## config.mk

```make
export PLATFORM = sky130hd
export DESIGN_NAME = ext_memory_strobe_timing
export DESIGN_NICKNAME = d
export VERILOG_FILES = /design/src/design/emif_pkg.sv /design/src/design/stream_if.sv /design/src/design/ext_memory_strobe_timing.sv /design/src/design/req_fifo.sv
export SDC_FILE = /design/constraint.sdc
export NUM_CORES = 1
export LEC_CHECK = 0
export BUFFER_PORTS_ARGS = -buffer_cell sky130_fd_sc_hd__buf_2
export CAP_MARGIN = 20
export CORE_MARGIN = 3
export CORE_UTILIZATION = 30
export CTS_CLUSTER_DIAMETER = 200
export DETAILED_ROUTE_END_ITERATION = 6
export PLACE_DENSITY_LB_ADDON = 0.05
export SLEW_MARGIN = 25
export SYNTH_ARGS = -nofsm -noshare
export SYNTH_HDL_FRONTEND = slang
export SYNTH_SLANG_ARGS = --single-unit
```

## constraint.sdc

```tcl
create_clock -name sys_clk_in -period 3.6 [get_ports sys_clk_in]
set_input_delay 0.18 -clock sys_clk_in [delete_from_list [all_inputs] [get_ports sys_clk_in]]
set_output_delay 0.18 -clock sys_clk_in [all_outputs]
set_load 0.05 [all_outputs]
```

## src/design/emif_pkg.sv

```systemverilog
// Constants, field layout and state encoding of the external memory strobe timing sequencer.
package emif_pkg;

	// ==========================================================================
	// Register map and fields
	localparam logic [7:0] TIMING_CTRL_ADDR = 8'hAA;
	localparam logic [7:0] TIMING_CTRL_RESET = 8'hFF;
	localparam int SETUP_MSB = 7;
	localparam int SETUP_LSB = 6;
	localparam int WIDTH_MSB = 5;
	localparam int WIDTH_LSB = 2;
	localparam int HOLD_MSB = 1;
	localparam int HOLD_LSB = 0;

	// ==========================================================================
	// Mode field (three bits of the bus configuration)
	localparam int MODE_SEPARATE_BIT = 2;
	localparam logic [1:0] MODE_BANK_CODE = 2'h2;

	// ==========================================================================
	// Fixed phase lengths in system clock cycles
	localparam logic [4:0] ALE_HIGH_CYCLES = 5'h01;
	localparam logic [4:0] ALE_LOW_CYCLES = 5'h01;
	localparam logic [4:0] ADDR_CYCLES = 5'h01;
	localparam logic [4:0] TAIL_CYCLES = 5'h02;
	localparam logic [5:0] ACCESS_OVERHEAD = 6'h04;
	localparam logic [5:0] MUX_OVERHEAD = 6'h02;

	// ==========================================================================
	// Request word layout
	localparam int REQ_W = 26;
	localparam int REQ_WR_BIT = 25;
	localparam int REQ_WIDE_BIT = 24;
	localparam int REQ_ADDR_MSB = 23;
	localparam int REQ_ADDR_LSB = 8;
	localparam int REQ_DATA_MSB = 7;
	localparam int FIFO_DEPTH = 16;

	typedef enum logic [7:0] {
		ST_IDLE = 8'h01,
		ST_ALE_HI = 8'h02,
		ST_ALE_LO = 8'h04,
		ST_ADDR = 8'h08,
		ST_SETUP = 8'h10,
		ST_STROBE = 8'h20,
		ST_HOLD = 8'h40,
		ST_TAIL = 8'h80
	} state_t;

endpackage

```

## src/design/stream_if.sv

```systemverilog
// Valid/ready stream carrier between the sequencer and its request buffer.
interface stream_if #(
	parameter int W = 8
);
	logic valid;
	logic ready;
	logic [W-1:0] data;

	modport src (output valid, output data, input ready);
	modport snk (input valid, input data, output ready);
endinterface

```

## src/design/ext_memory_strobe_timing.sv

```systemverilog
// External memory interface strobe timing sequencer with timing register and request buffer.
module ext_memory_strobe_timing #(
	parameter int FIFO_DEPTH_P = 16
) (
	// Clock and reset
	input wire logic sys_clk_in,
	input wire logic rst_b_in,
	// Special function register port
	input wire logic [7:0] sfr_addr_in,
	input wire logic sfr_wr_in,
	input wire logic sfr_rd_in,
	input wire logic [7:0] sfr_wdata_in,
	output logic [7:0] sfr_rdata_out,
	// Bus configuration from neighbouring registers
	input wire logic [2:0] bus_mux_select_in,
	input wire logic [7:0] bank_select_register_in,
	// External move access requests
	input wire logic req_valid_in,
	output logic req_ready_out,
	input wire logic req_write_in,
	input wire logic req_wide_in,
	input wire logic [15:0] req_addr_in,
	input wire logic [7:0] req_wdata_in,
	// Access completion
	output logic done_out,
	output logic [7:0] rdata_out,
	output logic busy_out,
	// External memory pins
	output logic [7:0] addr_hi_out,
	output logic addr_hi_oe_out,
	output logic [7:0] addr_lo_out,
	output logic addr_lo_oe_out,
	output logic [7:0] ad_out,
	output logic ad_oe_out,
	input wire logic [7:0] ad_in,
	output logic ale_out,
	output logic rd_b_out,
	output logic wr_b_out
);
	import emif_pkg::*;

	// ==========================================================================
	// Reset release and pin synchronisers
	logic rst_s1_r;
	logic rst_b_r;
	logic [7:0] ad_s1_r;
	logic [7:0] ad_s2_r;

	always_ff @(posedge sys_clk_in or negedge rst_b_in) begin
		if (!rst_b_in) begin
			rst_s1_r <= 1'b0;
			rst_b_r <= 1'b0;
		end else begin
			rst_s1_r <= 1'b1;
			rst_b_r <= rst_s1_r;
		end
	end

	always_ff @(posedge sys_clk_in or negedge rst_b_r) begin
		if (!rst_b_r) begin
			ad_s1_r <= 8'h00;
			ad_s2_r <= 8'h00;
		end else begin
			ad_s1_r <= ad_in;
			ad_s2_r <= ad_s1_r;
		end
	end

	// ==========================================================================
	// Timing control register
	logic [7:0] tim_r;
	logic [7:0] sfr_rdata_r;
	wire tim_hit = (sfr_addr_in == TIMING_CTRL_ADDR);

	always_ff @(posedge sys_clk_in or negedge rst_b_r) begin
		if (!rst_b_r) begin
			tim_r <= TIMING_CTRL_RESET;
			sfr_rdata_r <= 8'h00;
		end else begin
			if (sfr_wr_in && tim_hit) tim_r <= sfr_wdata_in;
			if (sfr_rd_in) sfr_rdata_r <= tim_hit ? tim_r : 8'h00;
		end
	end
	assign sfr_rdata_out = sfr_rdata_r;

	// ==========================================================================
	// Request buffer
	stream_if #(.W(REQ_W)) req_s ();
	stream_if #(.W(REQ_W)) acc_s ();

	assign req_s.valid = req_valid_in;
	assign req_s.data = {req_write_in, req_wide_in, req_addr_in, req_wdata_in};
	assign req_ready_out = req_s.ready;

	req_fifo #(
		.WIDTH(REQ_W),
		.DEPTH(FIFO_DEPTH_P)
	) u_req_fifo (
		.clk_in(sys_clk_in),
		.rst_b_in(rst_b_r),
		.wr_s(req_s),
		.rd_s(acc_s)
	);

	// ==========================================================================
	// Access snapshot: settings are frozen for the whole access so a register
	// write in mid-access cannot tear a strobe.
	state_t state_r;
	state_t state_nxt;
	logic [4:0] cnt_r;
	logic [4:0] cnt_nxt;
	logic [7:0] snap_tim_r;
	logic wr_r;
	logic wide_r;
	logic mux_r;
	logic bank_r;
	logic [15:0] addr_r;
	logic [7:0] wdata_r;
	logic [7:0] bank_byte_r;
	logic [7:0] rdata_r;
	logic done_r;
	logic pop;

	wire mux_mode = !bus_mux_select_in[MODE_SEPARATE_BIT];
	wire bank_mode = (bus_mux_select_in[1:0] == MODE_BANK_CODE);
	wire [1:0] addr_setup_cycles = snap_tim_r[SETUP_MSB:SETUP_LSB];
	wire [4:0] strobe_len = {1'b0, snap_tim_r[WIDTH_MSB:WIDTH_LSB]} + 5'h01;
	wire [1:0] addr_hold_cycles = snap_tim_r[HOLD_MSB:HOLD_LSB];
	wire last = (cnt_r == 5'h01);
	wire [4:0] cnt_dec = cnt_r - 5'h01;

	assign acc_s.ready = pop;

	// ==========================================================================
	// Phase sequencer
	always_comb begin
		state_nxt = state_r;
		cnt_nxt = (state_r == ST_IDLE) ? cnt_r : cnt_dec;
		pop = 1'b0;
		case (state_r)
			ST_IDLE: begin
				if (acc_s.valid) begin
					pop = 1'b1;
					if (mux_mode) begin
						state_nxt = ST_ALE_HI;
						cnt_nxt = ALE_HIGH_CYCLES;
					end else begin
						state_nxt = ST_ADDR;
						cnt_nxt = ADDR_CYCLES;
					end
				end
			end
			ST_ALE_HI: begin
				if (last) begin
					state_nxt = ST_ALE_LO;
					cnt_nxt = ALE_LOW_CYCLES;
				end
			end
			ST_ALE_LO: begin
				if (last) begin
					state_nxt = ST_ADDR;
					cnt_nxt = ADDR_CYCLES;
				end
			end
			ST_ADDR: begin
				if (last && addr_setup_cycles != 2'h0) begin
					state_nxt = ST_SETUP;
					cnt_nxt = {3'h0, addr_setup_cycles};
				end else if (last) begin
					state_nxt = ST_STROBE;
					cnt_nxt = strobe_len;
				end
			end
			ST_SETUP: begin
				if (last) begin
					state_nxt = ST_STROBE;
					cnt_nxt = strobe_len;
				end
			end
			ST_STROBE: begin
				if (last && addr_hold_cycles != 2'h0) begin
					state_nxt = ST_HOLD;
					cnt_nxt = {3'h0, addr_hold_cycles};
				end else if (last) begin
					state_nxt = ST_TAIL;
					cnt_nxt = TAIL_CYCLES;
				end
			end
			ST_HOLD: begin
				if (last) begin
					state_nxt = ST_TAIL;
					cnt_nxt = TAIL_CYCLES;
				end
			end
			ST_TAIL: begin
				if (last) state_nxt = ST_IDLE;
			end
			default: begin
				state_nxt = ST_IDLE;
				cnt_nxt = 5'h00;
			end
		endcase
	end

	always_ff @(posedge sys_clk_in or negedge rst_b_r) begin
		if (!rst_b_r) begin
			state_r <= ST_IDLE;
			cnt_r <= 5'h00;
			done_r <= 1'b0;
		end else begin
			state_r <= state_nxt;
			cnt_r <= cnt_nxt;
			done_r <= (state_r == ST_TAIL) && last;
		end
	end

	always_ff @(posedge sys_clk_in or negedge rst_b_r) begin
		if (!rst_b_r) begin
			snap_tim_r <= TIMING_CTRL_RESET;
			wr_r <= 1'b0;
			wide_r <= 1'b0;
			mux_r <= 1'b0;
			bank_r <= 1'b0;
			addr_r <= 16'h0000;
			wdata_r <= 8'h00;
			bank_byte_r <= 8'h00;
		end else if (pop) begin
			snap_tim_r <= tim_r;
			wr_r <= acc_s.data[REQ_WR_BIT];
			wide_r <= acc_s.data[REQ_WIDE_BIT];
			mux_r <= mux_mode;
			bank_r <= bank_mode;
			addr_r <= acc_s.data[REQ_ADDR_MSB:REQ_ADDR_LSB];
			wdata_r <= acc_s.data[REQ_DATA_MSB:0];
			bank_byte_r <= bank_select_register_in;
		end
	end

	// The pin is seen through the synchroniser, so the sample is two cycles
	// older than the strobe's last edge; slow memories need a wider strobe.
	always_ff @(posedge sys_clk_in or negedge rst_b_r) begin
		if (!rst_b_r) begin
			rdata_r <= 8'h00;
		end else if (state_r == ST_STROBE && last && !wr_r) begin
			rdata_r <= ad_s2_r;
		end
	end

	assign done_out = done_r;
	assign rdata_out = rdata_r;
	assign busy_out = (state_r != ST_IDLE);

	// ==========================================================================
	// Pin decode
	wire ale_phase = (state_r == ST_ALE_HI) || (state_r == ST_ALE_LO);
	wire data_phase = (state_r == ST_SETUP) || (state_r == ST_STROBE) || (state_r == ST_HOLD);
	wire addr_phase = ale_phase || (state_r == ST_ADDR) || data_phase;
	wire strobe_on = (state_r == ST_STROBE);
	wire upper_driven = wide_r || bank_r;

	assign ale_out = (state_r == ST_ALE_HI);
	assign rd_b_out = !(strobe_on && !wr_r);
	assign wr_b_out = !(strobe_on && wr_r);
	assign addr_hi_oe_out = addr_phase && upper_driven;
	assign addr_hi_out = wide_r ? addr_r[15:8] : bank_byte_r;
	assign addr_lo_oe_out = addr_phase && !mux_r;
	assign addr_lo_out = addr_r[7:0];
	assign ad_oe_out = (mux_r && ale_phase) || (wr_r && data_phase);
	assign ad_out = ale_phase ? addr_r[7:0] : wdata_r;

	// ==========================================================================
	// Checks
	logic [5:0] acc_len_r;
	logic [5:0] ph_len_r;
	wire [5:0] acc_expect = {4'h0, addr_setup_cycles} + {1'b0, strobe_len} + {4'h0, addr_hold_cycles}
		+ ACCESS_OVERHEAD + (mux_r ? MUX_OVERHEAD : 6'h00);

	always_ff @(posedge sys_clk_in or negedge rst_b_r) begin
		if (!rst_b_r) begin
			acc_len_r <= 6'h00;
			ph_len_r <= 6'h00;
		end else begin
			acc_len_r <= pop ? 6'h01 : acc_len_r + 6'h01;
			ph_len_r <= (state_nxt != state_r) ? 6'h01 : ph_len_r + 6'h01;
		end
	end
endmodule

```

## src/design/req_fifo.sv

```systemverilog
// Request buffer: flip-flop FIFO with valid/ready on both sides.
module req_fifo #(
	parameter int WIDTH = 8,
	parameter int DEPTH = 16
) (
	// Clock and reset
	input wire logic clk_in,
	input wire logic rst_b_in,
	// Streams
	stream_if.snk wr_s,
	stream_if.src rd_s
);
	localparam int AW = $clog2(DEPTH);

	logic [WIDTH-1:0] mem_r [DEPTH];
	logic [AW:0] wp_r;
	logic [AW:0] rp_r;
	wire full = (wp_r[AW] != rp_r[AW]) && (wp_r[AW-1:0] == rp_r[AW-1:0]);
	wire empty = (wp_r == rp_r);
	wire push = wr_s.valid && !full;
	wire pop = rd_s.ready && !empty;

	assign wr_s.ready = !full;
	assign rd_s.valid = !empty;
	assign rd_s.data = mem_r[rp_r[AW-1:0]];

	always_ff @(posedge clk_in or negedge rst_b_in) begin
		if (!rst_b_in) begin
			wp_r <= '0;
			rp_r <= '0;
		end else begin
			if (push) wp_r <= wp_r + 1'b1;
			if (pop) rp_r <= rp_r + 1'b1;
		end
	end

	always_ff @(posedge clk_in) begin
		if (push) mem_r[wp_r[AW-1:0]] <= wr_s.data;
	end
endmodule

```

### Word level (Yosys, flattened, before mapping)

Memory sizes are Yosys's and may differ from the RTL's. A register that Yosys moved wholly into a read port is not among the register bits.
Index checks and enable logic that the tools add are counted.

| word-level totals | value |
|---|---|
| flip-flop bits (word level) | 84 |
| bits of input ports | 66 |
| memory bits (writable) | 416 |
| word-level logic and storage cells | 99 |
| output and inout bits | 49 |
| memories | 1 |

Memory list:

| memory | depth | bits a word | rd ports | clocked after memory_dff | wr ports | RTL line | source |
|---|---|---|---|---|---|---|---|
| u_req_fifo.mem_r | 16 | 26 | 1 | 1 | 1 | req_fifo.sv:15 | `logic [WIDTH-1:0] mem_r [DEPTH];` |

| cells by class | value |
|---|---|
| reduce and logical (&&, ||, !) cells | 34 |
| muxes and demuxes | 25 |
| add/sub/neg operators | 4 |
| equal/unequal tests | 19 |

Operators with widths:

| operator | number |
|---|---|
| $mux W8 | 11 |
| $pmux W8 S8 | 1 |
| $mux W5 | 7 |
| $pmux W5 S7 | 1 |
| $eq A8 B8 Y1 const B | 2 |
| $logic_and A1 B1 Y1 | 15 |
| $add A5 B1 Y5 const B | 2 |
| $eq A8 B1 Y1 const B | 1 |
| $eq A8 B2 Y1 const B | 1 |
| $eq A8 B3 Y1 const B | 1 |
| $eq A8 B4 Y1 const B | 1 |
| $eq A8 B5 Y1 const B | 1 |
| $eq A8 B6 Y1 const B | 1 |
| $eq A8 B7 Y1 const B | 1 |
| $logic_not A1 Y1 | 8 |
| $ne A8 B1 Y1 const B | 1 |
| $logic_or A1 B1 Y1 | 7 |
| $ne A2 B2 Y1 const B | 3 |
| $add A4 B1 Y5 const B | 1 |
| $eq A5 B1 Y1 const B | 1 |
| $eq A5 B5 Y1 | 1 |
| $sub A5 B1 Y5 const B | 1 |
| $eq A4 B4 Y1 | 1 |
| $mux W1 | 4 |
| 7 further kinds | 8 |

### Depth between registers and ports, before layout

Gate-level depths: netlist (run 1).

| depth | value |
|---|---|
| word-level depth | 6 |
| gate-level depth with buffers | 9 |
| mapped depth without buffers | 7 |

### Modules after synthesis

A second synthesis (run 1) with hierarchy kept.

| unflattened totals | value |
|---|---|
| cell total of the unflattened synthesis | 1118 |
| area, all modules | 20956.3 um2 |

By module, submodules not included:

| module | area each (um2) | times used | seq. area each (um2) | cells each |
|---|---|---|---|---|
| req_fifo | 16284.4 | 1 | 12742.2 | 717 |
| ext_memory_strobe_timing | 4672.0 | 1 | 2523.7 | 401 |

### Worst setup path before layout (run 1)

No wires, ideal clock.

| path | value |
|---|---|
| path type | register to register |
| start | register u_req_fifo.rp_r[2] |
| end | memory u_req_fifo.mem_r[3][0] (netlist name), enable pin |
| setup slack | -143 ps |
| stages on the path, launching flop included | 7 |
| buffers on the path | 1 |
| period minus slack after synthesis | 3743 ps |
| data required time | 3158 ps |
| setup time | 442 ps |
| arrival time | 3301 ps |
| path through | dfrtp_1 -> clkbuf_1 -> xnor2_1 -> and4_1 -> a21boi_1 -> nand2_1 -> nor3_1 |

| on the way | value |
|---|---|
| longest elaborated chain between the ends | 6 |

RTL lines:

| element | RTL line | source |
|---|---|---|
| start: declaration | req_fifo.sv:17 | `logic [AW:0] rp_r;` |
| start signal: assignment | req_fifo.sv:33 | `if (pop) rp_r <= rp_r + 1'b1;` |
| $eq A4 B4 Y1 | req_fifo.sv:18 | `wire full = (wp_r[AW] != rp_r[AW]) && (wp_r[AW-1:0] == rp_r[AW-1:0]);` |
| $logic_and A1 B1 Y1 | req_fifo.sv:18 |  |
| $logic_not A1 Y1 | req_fifo.sv:20 | `wire push = wr_s.valid && !full;` |
| $logic_and A1 B1 Y1 | req_fifo.sv:20 |  |
| $mux W1 | req_fifo.sv:38 | `if (push) mem_r[wp_r[AW-1:0]] <= wr_s.data;` |
| $mux W1 (not written as such) | req_fifo.sv:38 |  |
| end: declaration | req_fifo.sv:15 |  |

No other way between the ends.

### Worst setup path after layout (run 1)

| path | value |
|---|---|
| start | register state_r[6] |
| end | output ad_out[2] |

| on the way | value |
|---|---|
| longest elaborated chain between the ends | 3 |
| elaborated cells on any way between the ends | 4 |
| those cells by class | eq/ne (2); mux (1); reduce/logical (1) |

RTL lines:

| element | RTL line | source |
|---|---|---|
| start: declaration | ext_memory_strobe_timing.sv:108 | `state_t state_r;` |
| start signal: assignment | ext_memory_strobe_timing.sv:211 | `state_r <= state_nxt;` |
| $eq A8 B2 Y1 / $eq A8 B3 Y1 (equally long branches) | ext_memory_strobe_timing.sv:255 | `wire ale_phase = (state_r == ST_ALE_HI) \|\| (state_r == ST_ALE_LO);` |
| $logic_or A1 B1 Y1 (*) | ext_memory_strobe_timing.sv:255 |  |
| $mux W8 (*) | ext_memory_strobe_timing.sv:269 | `assign ad_out = ale_phase ? addr_r[7:0] : wdata_r;` |
| end: declaration | ext_memory_strobe_timing.sv:33 | `output logic [7:0] ad_out,` |

Mark *: on every way between the ends. The rest lies on a longest branch, timed or not.

==> results.py, run 1 <==
metrics = {
    "run_status": {
        "status": "complete, no violations",
    },
    "synthesis": {
        "syn-cell-area_um2": 20700,
        "avgSynthCellArea_um2": 18.8,
        "ys_seq_area_frac": 0.736,
        "synth-seq-cells": 526,
        "yosys.cell_types.count": 73,
        "async_flop_share": 0.209,
        "synth_top_area_cell": "edfxtp_1",
        "synth_top_area_share": 0.602,
        "syn_inst": 1106,
        "syn-num-nets": 1180,
        "synth.area.top_cells": "edfxtp_1, mux4_2, dfrtp_1, dfstp_2, nand2_1",
        "ys_warn_count": 0,
        "synth_edf_count": 416,
        "synthFlopType": "edfxtp_1",
    },
    "global_route": {
        "overflow": 0,
        "grt_max_degree": 108,
        "antenna_found_initial": 1,
        "track_usage": 0.156,
        "grt_pass1_vias": 11705,
        "grt_pass1_wl_um": 81100,
    },
    "setup_path": {
        "critPathRequiredTime_ns": 3.42,
        "cp_max_fo": 15,
        "setup.worst_path.end": "ad_out[2]",
        "worst_setup_path_start_kind": "flip-flop",
        "critPathMaxStageDelay_ns": 0.62,
        "critPathArrivalTime_ns": 3.04,
        "critPathSlowestCell": "or4_4",
        "endpoint_kind": "output pin",
        "critPathMostFrequentCell": "nand2_1",
        "rr_startpoint": "state_r[6]$_DFFE_PN0P_",
        "crit_type": "flip-flop to output pin",
        "cp_cell_sequence": "or4_4, nor4_2, buf_4, nand2_1, nand2_1, buf_2",
        "ff2ff_setup_slack_ns": 0.80,
        "crit_start": "state_r[6]$_DFFE_PN0P_",
        "rr_worst_depth": 7,
        "r2r-end": "bank_r$_DFFE_PN0P_",
    },
    "cts": {
        "clockBufferDepth": 3,
        "cts_tree": "done",
        "cts_sinks": 526,
        "worstSkewPairLatency_ns": 0.62,
        "ctsHtreeMaxLevel": 2,
        "clkTransAtPathRegs_ns": 0.06,
        "cts_resized": 0,
        "cts_inserted_buffers": 60,
        "post_cts_buffers": 0,
        "cts_root_buf": "clkbuf_16",
    },
    "sta": {
        "rsz0062_at_grt": "false",
        "finalSetupViolations": 0,
        "slew_violations": 0,
        "holdWs_ns": 0.0906,
        "post-route-period-util": 0.895,
        "slew_headroom": 0.402,
        "final-hold-violation-count": 0,
        "clock_skew_ns": 0.0188,
        "max_freq_ghz": 0.310,
        "finalCriticalPeriod_ns": 3.22,
        "fin_tns_setup_ns": 0,
        "worstMarginPinSlew_ns": 0.895,
    },
    "drt": {
        "wl_per_cell_um": 24.4,
        "vias": 10883,
        "ant_nets": 0,
        "first_pass_iters": 5,
        "drc": 0,
        "routed_via_density": 4.77,
        "first_iter_violations": 667,
        "routed_wl_um": 55600,
    },
    "floorplan": {
        "io_pins": 115,
        "start_util": 0.306,
        "core_area_um2": 67900,
        "die_w_um": 269,
        "rows": 95,
        "dieArea_um2": 72300,
        "fp.dieH_um": 269,
    },
    "pwr": {
        "power.leakage_uw": 0.00875,
        "ir_drop_mv": 0.498,
        "power_uw": 21100,
        "p_per_area_nw_per_um2": 837,
    },
    "job": {
        "maxCapViolations": 0,
    },
    "placement": {
        "post-dp-hpwl_um": 32100,
        "routabilityCongestion": 0.758,
        "port-buffer-count": 114,
        "placed_cells": 2113,
    },
    "worst_hold_path": {
        "hold_path.class": "input port to flip-flop",
    },
    "layout": {
        "drive_gt1_frac": 0.304,
        "antenna_cells": 0,
        "area_delta_synth_final_pct": 21.2,
        "num-fill-cells": 6401,
        "fin_cells": 2280,
        "fin_util": 0.370,
        "nNetsFinal": 1384,
    },
}
==> flip-flops by register name, indices dropped and copies added (netlist names), 5 cells and up <==
name / flops
wdata_r: 8
sfr_rdata_out: 8
u_req_fifo.mem_r: 416
rdata_out: 8
cnt_r: 5
bank_byte_r: 8
state_r: 8
addr_r: 16
snap_tim_r: 8
tim_r: 8
u_req_fifo.wp_r: 5
ad_s2_r: 8
ad_s1_r: 8
u_req_fifo.rp_r: 5
==> worst min path at each step <==
stage | startpoint | end | cells past startpoint
floorplan | rst_b_in | rst_b_r$_DFF_PN0_ | 0
global placement | rst_b_in | rst_s1_r$_DFF_PN0_ | 1
detailed placement | rst_b_in | rst_s1_r$_DFF_PN0_ | 1
CTS | req_valid_in | u_req_fifo.wp_r[0]$_DFFE_PN0P_ | 4
global route | req_valid_in | u_req_fifo.wp_r[0]$_DFFE_PN0P_ | 4
finish | sfr_addr_in[4] | sfr_rdata_out[0]$_DFFE_PN0P_ | 4
==> final cells by class <==
type | count | area, um2 | share of cell area
Clock buffer | 89 | 1690 | 0.0673
Clock inverter | 22 | 195 | 0.00776
Inverter | 22 | 87.6 | 0.00348
Multi-Input combinational cell | 488 | 5150 | 0.205
Sequential cell | 526 | 15300 | 0.608
Tap cell | 921 | 1150 | 0.0458
Timing Repair Buffer | 212 | 1580 | 0.0630
==> worst max-delay path, delay by kind of cell, from the launching register on <==
| kind | cells | cell delay, ns |
|---|---|---|
| buffers and inverters | 2 | 0.55 |
| and+or+nand+nor | 4 | 1.33 |
| DFF | 1 | 0.55 |
==> cell usage after synthesis, types with 3 or more instances <==
cell type / count
mux2_2: 16
a221oi_1: 26
o22ai_1: 9
mux2_1: 24
nor4b_1: 4
o21ai_1: 31
a21oi_1: 8
buf_1: 5
dfrtp_1: 93
buf_2: 16
edfxtp_1: 416
nand3_1: 9
dfstp_2: 17
nor3_1: 6
buf_4: 10
ha_1: 8
buf_6: 7
and2_1: 3
nand4b_1: 3
nand2b_1: 4
o21ai_0: 8
nor4_1: 4
nor2b_1: 3
clkbuf_1: 30
nor3_2: 3
mux4_2: 104
nand2_1: 79
xnor2_1: 15
inv_1: 21
nor2_1: 32
xor2_1: 8
o31ai_1: 3
a22o_1: 27
nand4_1: 9
==> cell families after synthesis <==
group,synth area share
flip-flops,0.736
AND/OR/NAND/NOR,0.0451
multiplexers,0.135
AO/OA/AOI/OAI,0.0462
buffers and inverters,0.0232
XOR/XNOR,0.00971
adder cells (fa/ha/maj),0.00483
other,0.000181
==> cells in the final DEF, fill, tap and decap left out, types with 9 or more instances in the layout <==
master,netlist,layout
buf_2,16,114
dlygate4sd3_1,0,56
clkbuf_16,0,62
o22ai_1,9,9
xnor2_1,15,15
buf_12,0,11
nor2_1,32,20
clkinv_1,0,9
a22o_1,27,27
edfxtp_1,416,416
dfrtp_1,93,90
inv_1,21,21
nor2_4,1,13
nand3_1,9,9
mux4_2,104,104
nand4_1,9,9
nand2_1,79,79
mux2_2,16,16
o21ai_1,31,30
a221oi_1,26,26
mux2_1,24,24
dfstp_2,17,17
buf_4,10,31
clkbuf_1,30,23
==> per-stage QoR <==
step | area [um2] | setup slack (ns)
2_1_floorplan | 20800 | 0.338
6_report | 25100 | 0.379
3_3_place_gp | 22700 | 0.834
4_1_cts | 25100 | 0.283
5_1_grt | 25100 | 0.189
3_5_place_dp | 22700 | 0.837
==> where the power goes <==
group	switching, uW	internal [uW]	total, uW
combinational	4380	2700	7080
clock	2420	3440	5860
sequential	620	7490	8110
total	7420	13600	21100
==> metal layers <==
layer  share of wire  vias to the layer above  track usage  wire, um
li1                -                     4843            -         -
met1            0.44                     5762        0.205     24300
met2            0.51                      202        0.270     28100
met3           0.036                       74       0.0236      1990
met4           0.021                        2       0.0428      1180
met5         0.00020                        -            0        11
==> repair_timing <==
item | 4_1_cts | 5_1_grt
hold buffers | 56 | 0
hold endpoints to repair | 453 | 0
setup endpoints to repair | 0 | 0
Note: power is estimated with default switching activity, not from simulation.
==> run 2, diff against run 1 <==
==> constraint.sdc (replaced) <==
create_clock -name sys_clk_in -period 3.6 [get_ports sys_clk_in]
set_input_delay 0 -clock sys_clk_in [delete_from_list [all_inputs] [get_ports sys_clk_in]]
set_output_delay 0 -clock sys_clk_in [all_outputs]
set_load 0.05 [all_outputs]
==> results.py, run 2 (synthesized netlist as in run 1, its figures left out) <==
metrics = {
    "run_status": {
        "status": "complete, no violations",
    },
    "setup_path": {
        "critPathMaxStageDelay_ns": 0.71,
        "critPathRequiredTime_ns": 3.84,
        "cp_num_buf_inv": 1,
        "rr_startpoint": "u_req_fifo.wp_r[3]$_DFFE_PN0P_",
        "cp_max_fo": 26,
        "rr_worst_depth": 6,
        "cp_cell_sequence": "xnor2_1, and4_1, a21boi_1, nand2_1, nor3_4, buf_4",
        "critPathSlowestCell": "dfrtp_1",
        "r2r-end": "u_req_fifo.mem_r[2][13]$_DFFE_PP_",
        "ff2ff_setup_slack_ns": 0.39,
        "worst_setup_path_start_kind": "flip-flop",
        "cpLargestDelayFamily": "simple AND/OR/NAND/NOR gates",
        "endpoint_kind": "flip-flop",
        "critPathArrivalTime_ns": 3.45,
        "crit_type": "flip-flop to flip-flop",
    },
    "placement": {
        "place_area_um2": 22700,
        "post-dp-hpwl_um": 32100,
        "port-buffer-count": 114,
        "routabilityCongestion": 0.720,
        "dp_slack_ns": 0.371,
    },
    "worst_hold_path": {
        "min_from": "ad_in[5]",
        "hold_path.class": "input port to flip-flop",
        "min_to": "ad_s1_r[5]$_DFF_PN0_",
        "hold_depth": 2,
    },
    "cts": {
        "worstSkewPairLatency_ns": 0.62,
        "cts_resized": 0,
        "clockBufferDepth": 3,
        "cts_tree": "done",
        "cts_hold_buffers": 67,
        "cts_root_buf": "clkbuf_16",
        "post_cts_buffers": 0,
        "cts_inserted_buffers": 59,
        "ctsHtreeMaxLevel": 2,
        "cts_sinks": 526,
        "clkTransAtPathRegs_ns": 0.06,
    },
    "drt": {
        "wl_per_cell_um": 24.3,
        "first_pass_iters": 4,
        "routed_via_density": 4.76,
        "drc": 0,
        "vias": 10902,
        "routed_wl_um": 55600,
        "first_iter_violations": 700,
        "ant_nets": 0,
    },
    "sta": {
        "finalSetupViolations": 0,
        "max_freq_ghz": 0.312,
        "worstMarginPinSlew_ns": 0.793,
        "holdWs_ns": 0.0327,
        "final-hold-violation-count": 0,
        "slew_headroom": 0.470,
        "postLayoutSetupSlackWorst_ns": 0.393,
        "rsz0062_at_grt": "false",
        "clock_skew_ns": 0.0164,
        "post-route-period-util": 0.891,
        "fin_tns_setup_ns": 0,
        "slew_violations": 0,
        "finalCriticalPeriod_ns": 3.21,
    },
    "job": {
        "maxCapViolations": 0,
    },
    "layout": {
        "largest_register_ffs": 416,
        "area_delta_synth_final_pct": 21.5,
        "layout_common_cells": "edfxtp_1, buf_2, mux4_2",
        "final_common_cell": "edfxtp_1",
        "drive_gt1_frac": 0.301,
        "antenna_cells": 0,
        "num-fill-cells": 6390,
        "final_design_area_no_fill_um2": 25200,
        "nNetsFinal": 1393,
    },
    "floorplan": {
        "start_util": 0.306,
        "die_w_um": 269,
        "dieArea_um2": 72300,
        "fp.dieH_um": 269,
        "core_area_um2": 67900,
        "io_pins": 115,
        "rows": 95,
    },
    "global_route": {
        "grt_pass1_wl_um": 81700,
        "overflow": 0,
        "antenna_found_initial": 1,
        "grt_pass1_vias": 11693,
        "track_usage": 0.156,
        "grt_max_degree": 108,
    },
    "pwr": {
        "p_per_area_nw_per_um2": 831,
        "ir_drop_mv": 0.640,
        "power_uw": 20900,
        "power.leakage_uw": 0.00878,
    },
}
## run 2: cell types whose count changed in the layout (fill, tap and decap cells not counted)
cell	previous run	this run
dlygate4sd3_1	56	67
clkinv_2	5	9
clkbuf_1	23	21
clkbuf_8	4	2
clkinv_1	9	11
buf_12	11	10
clkbuf_16	62	61
clkinv_8	1	0
clkinvlp_4	4	3
inv_16	0	1
## run 2: metrics by stage
step / cells / utilization
3_5_place_dp: 2112 / 0.334
2_1_floorplan: 1106 / -
6_report: 2290 / 0.371
4_1_cts: 2290 / 0.371
5_1_grt: 2290 / 0.371
3_3_place_gp: 2112 / 0.334
## run 2: worst max-delay path by stage
stage                                              to                            from  cells past startpoint
floorplan                        ad_s1_r[0]$_DFF_PN0_               rst_b_r$_DFF_PN0_                      0
global placement     u_req_fifo.mem_r[2][4]$_DFFE_PP_  u_req_fifo.wp_r[3]$_DFFE_PN0P_                      6
detailed placement  u_req_fifo.mem_r[2][22]$_DFFE_PP_  u_req_fifo.wp_r[3]$_DFFE_PN0P_                      6
CTS                 u_req_fifo.mem_r[2][10]$_DFFE_PP_  u_req_fifo.wp_r[3]$_DFFE_PN0P_                      6
global route        u_req_fifo.mem_r[2][12]$_DFFE_PP_  u_req_fifo.wp_r[3]$_DFFE_PN0P_                      6
finish              u_req_fifo.mem_r[2][13]$_DFFE_PP_  u_req_fifo.wp_r[3]$_DFFE_PN0P_                      6
## run 2: power breakdown
| part | switching, uW | total [uW] | internal, uW |
|---|---|---|---|
| logic | 4410 | 7080 | 2660 |
| clock network | 2430 | 5790 | 3360 |
| registers | 583 | 8070 | 7490 |
## run 2: layout make-up
type	instances	area, um2	area share
timing repair buffer	222	1670	0.0664
tap	921	1150	0.0457
multi-input combinational	488	5150	0.205
clock buffer	84	1630	0.0648
inverter	22	87.6	0.00348
sequential	526	15300	0.606
clock inverter	27	219	0.00869
## run 2: per-layer routing
layer | vias to the layer above | share of wire | track usage
li1 | 4849 | - | -
met1 | 5787 | 0.45 | 0.210
met2 | 194 | 0.50 | 0.268
met3 | 72 | 0.032 | 0.0238
met4 | 0 | 0.017 | 0.0352
met5 | - | 0 | 0
==> run 3, diff against run 2 <==
- ABC_AREA: unset -> 1
==> results.py, run 3 <==
metrics = {
    "run_status": {
        "status": "complete, no violations",
    },
    "cts": {
        "cts_root_buf": "clkbuf_16",
        "ctsHtreeMaxLevel": 2,
        "cts_sinks": 526,
        "clockBufferDepth": 3,
        "worstSkewPairLatency_ns": 0.63,
        "cts_inserted_buffers": 60,
        "clkTransAtPathRegs_ns": 0.06,
        "cts_tree": "done",
    },
    "global_route": {
        "track_usage": 0.173,
        "grt_pass1_vias": 14685,
        "overflow": 0,
        "antenna_found_initial": 1,
        "grt_pass1_wl_um": 97000,
        "grt_max_degree": 210,
    },
    "synthesis": {
        "synth.area.top_cells": "edfxtp_1, dfrtp_1, nor2_1, o21ai_0, nand2_1",
        "synth_edf_count": 416,
        "avgSynthCellArea_um2": 11.5,
        "synth-seq-cells": 526,
        "synthFlopType": "edfxtp_1",
        "synth_commonest_cells": "nor2_1, edfxtp_1, nand2_1",
        "synth_top_area_share": 0.584,
        "ys_warn_count": 0,
        "syn-num-nets": 1938,
        "synth_most_common_cell": "nor2_1",
        "yosys.cell_types.count": 37,
        "ys_seq_area_frac": 0.714,
        "syn-cell-area_um2": 21400,
        "syn_inst": 1864,
        "async_flop_share": 0.209,
        "synth_top_area_cell": "edfxtp_1",
    },
    "drt": {
        "first_iter_violations": 916,
        "drc": 0,
        "wl_per_cell_um": 21.1,
        "vias": 14241,
        "routed_via_density": 4.68,
        "ant_nets": 0,
        "wl_met2_um": 30500,
        "met3WireLength_um": 2340,
        "routed_wl_um": 64200,
        "wl_met1_um": 30400,
        "first_pass_iters": 7,
        "highest_layer": "met4",
    },
    "setup_path": {
        "cp_max_fo": 16,
        "endpoint_kind": "flip-flop",
        "critPathRequiredTime_ns": 4.13,
        "ff2ff_setup_slack_ns": 0.77,
        "critPathMaxStageDelay_ns": 0.55,
        "worst_setup_path_start_kind": "flip-flop",
        "critPathArrivalTime_ns": 3.36,
        "cp_num_buf_inv": 5,
        "cp_cell_sequence": "nor2_1, nand2_2, inv_1, nand2_1, inv_2, nand2_2, inv_2, buf_12, nand3b_1, dlygate4sd3_1, o21ai_0",
        "crit_type": "flip-flop to flip-flop",
        "cpLargestDelayFamily": "buffers and inverters",
        "critPathSlowestCell": "dlygate4sd3_1",
    },
    "floorplan": {
        "start_util": 0.304,
        "dieArea_um2": 74500,
        "core_area_um2": 70400,
        "fp.dieH_um": 273,
        "rows": 97,
        "io_pins": 115,
        "die_w_um": 273,
    },
    "sta": {
        "finalCriticalPeriod_ns": 2.83,
        "finalSetupViolations": 0,
        "fin_tns_setup_ns": 0,
        "rsz0062_at_grt": "false",
        "slew_violations": 0,
        "worstMarginPinSlew_ns": 0.964,
        "post-route-period-util": 0.785,
        "final-hold-violation-count": 0,
        "max_freq_ghz": 0.354,
        "clock_skew_ns": 0.0226,
        "slew_headroom": 0.357,
    },
    "layout": {
        "final_common_cell": "edfxtp_1",
        "num-fill-cells": 6976,
        "fin_util": 0.369,
        "largest_register_ffs": 416,
        "nNetsFinal": 2127,
        "area_delta_synth_final_pct": 21.4,
        "antenna_cells": 0,
        "layout_common_cells": "edfxtp_1, nor2_1, nand2_1",
        "drive_gt1_frac": 0.149,
    },
    "pwr": {
        "p_per_area_nw_per_um2": 865,
        "ir_drop_mv": 0.654,
        "power.leakage_uw": 0.00958,
        "power_uw": 22500,
    },
    "placement": {
        "port-buffer-count": 114,
        "post-dp-hpwl_um": 37000,
        "routabilityCongestion": 0.776,
    },
    "job": {
        "maxCapViolations": 0,
    },
    "worst_hold_path": {
        "hold_path.class": "input port to flip-flop",
    },
}
-- run 3: repair_timing --
item / CTS / global route
endpoints found under the hold margin: 457 / 0
hold buffers: 72 / 0
setup buffers: 0 / 0
gates resized for setup: 0 / 0
-- run 3: cell type report --
class | instances | area [um2] | area share
Timing Repair Buffer | 233 | 1780 | 0.0686
Sequential cell | 526 | 15300 | 0.588
Clock buffer | 80 | 1650 | 0.0635
Multi-Input combinational cell | 1173 | 5460 | 0.210
Inverter | 59 | 226 | 0.00872
Clock inverter | 34 | 398 | 0.0153
Tap cell | 940 | 1180 | 0.0453
-- run 3: logic make-up (layout without fill, tap and decap cells) --
logic type,after synthesis,after routing,share of synthesized area
simple gates,763,763,0.138
flops,526,526,0.714
mux,8,8,0.00421
fa+ha+maj,8,8,0.00468
other cells,1,1,0.000175
xor+xnor,14,14,0.00573
compound gates,379,379,0.0962
buf+inv,165,406,0.0369
-- run 3: power by group --
part | switching, uW | internal [uW]
sequential | 487 | 7490
clock | 2520 | 3840
combinational | 5940 | 2170
-- run 3: through the flow --
step                area [um2]  hold slack, ns  instances  worst slack [ns]
floorplan                21400          -0.296       1864             0.338
global placement         23200          -0.214       2859              1.04
detailed placement       23200          -0.213       2859              1.00
CTS                      26000        0.000701       3045             0.697
global route             26000          0.0303       3045             0.519
finish                   26000          0.0409       3045             0.772
-- run 3: final timing paths --
path                       cells after the start                endpoint                    from
min                                            2    ad_s1_r[1]$_DFF_PN0_                ad_in[1]
max in group asynchronous                      1  state_r[0]$_DFFE_PN1P_       rst_b_r$_DFF_PN0_
max reg2reg                                   11      bank_r$_DFFE_PN0P_  state_r[5]$_DFFE_PN0P_
max                                           11      bank_r$_DFFE_PN0P_  state_r[5]$_DFFE_PN0P_
min in group asynchronous                      3       rst_b_r$_DFF_PN0_                rst_b_in
min reg2reg                                    0    ad_s2_r[5]$_DFF_PN0_    ad_s1_r[5]$_DFF_PN0_
-- run 3: metal layers --
layer  GRT usage  up-vias
met5           0        -
met4      0.0393        0
met3      0.0209       79
met2       0.288      257
met1       0.241     7057
li1            -     6848
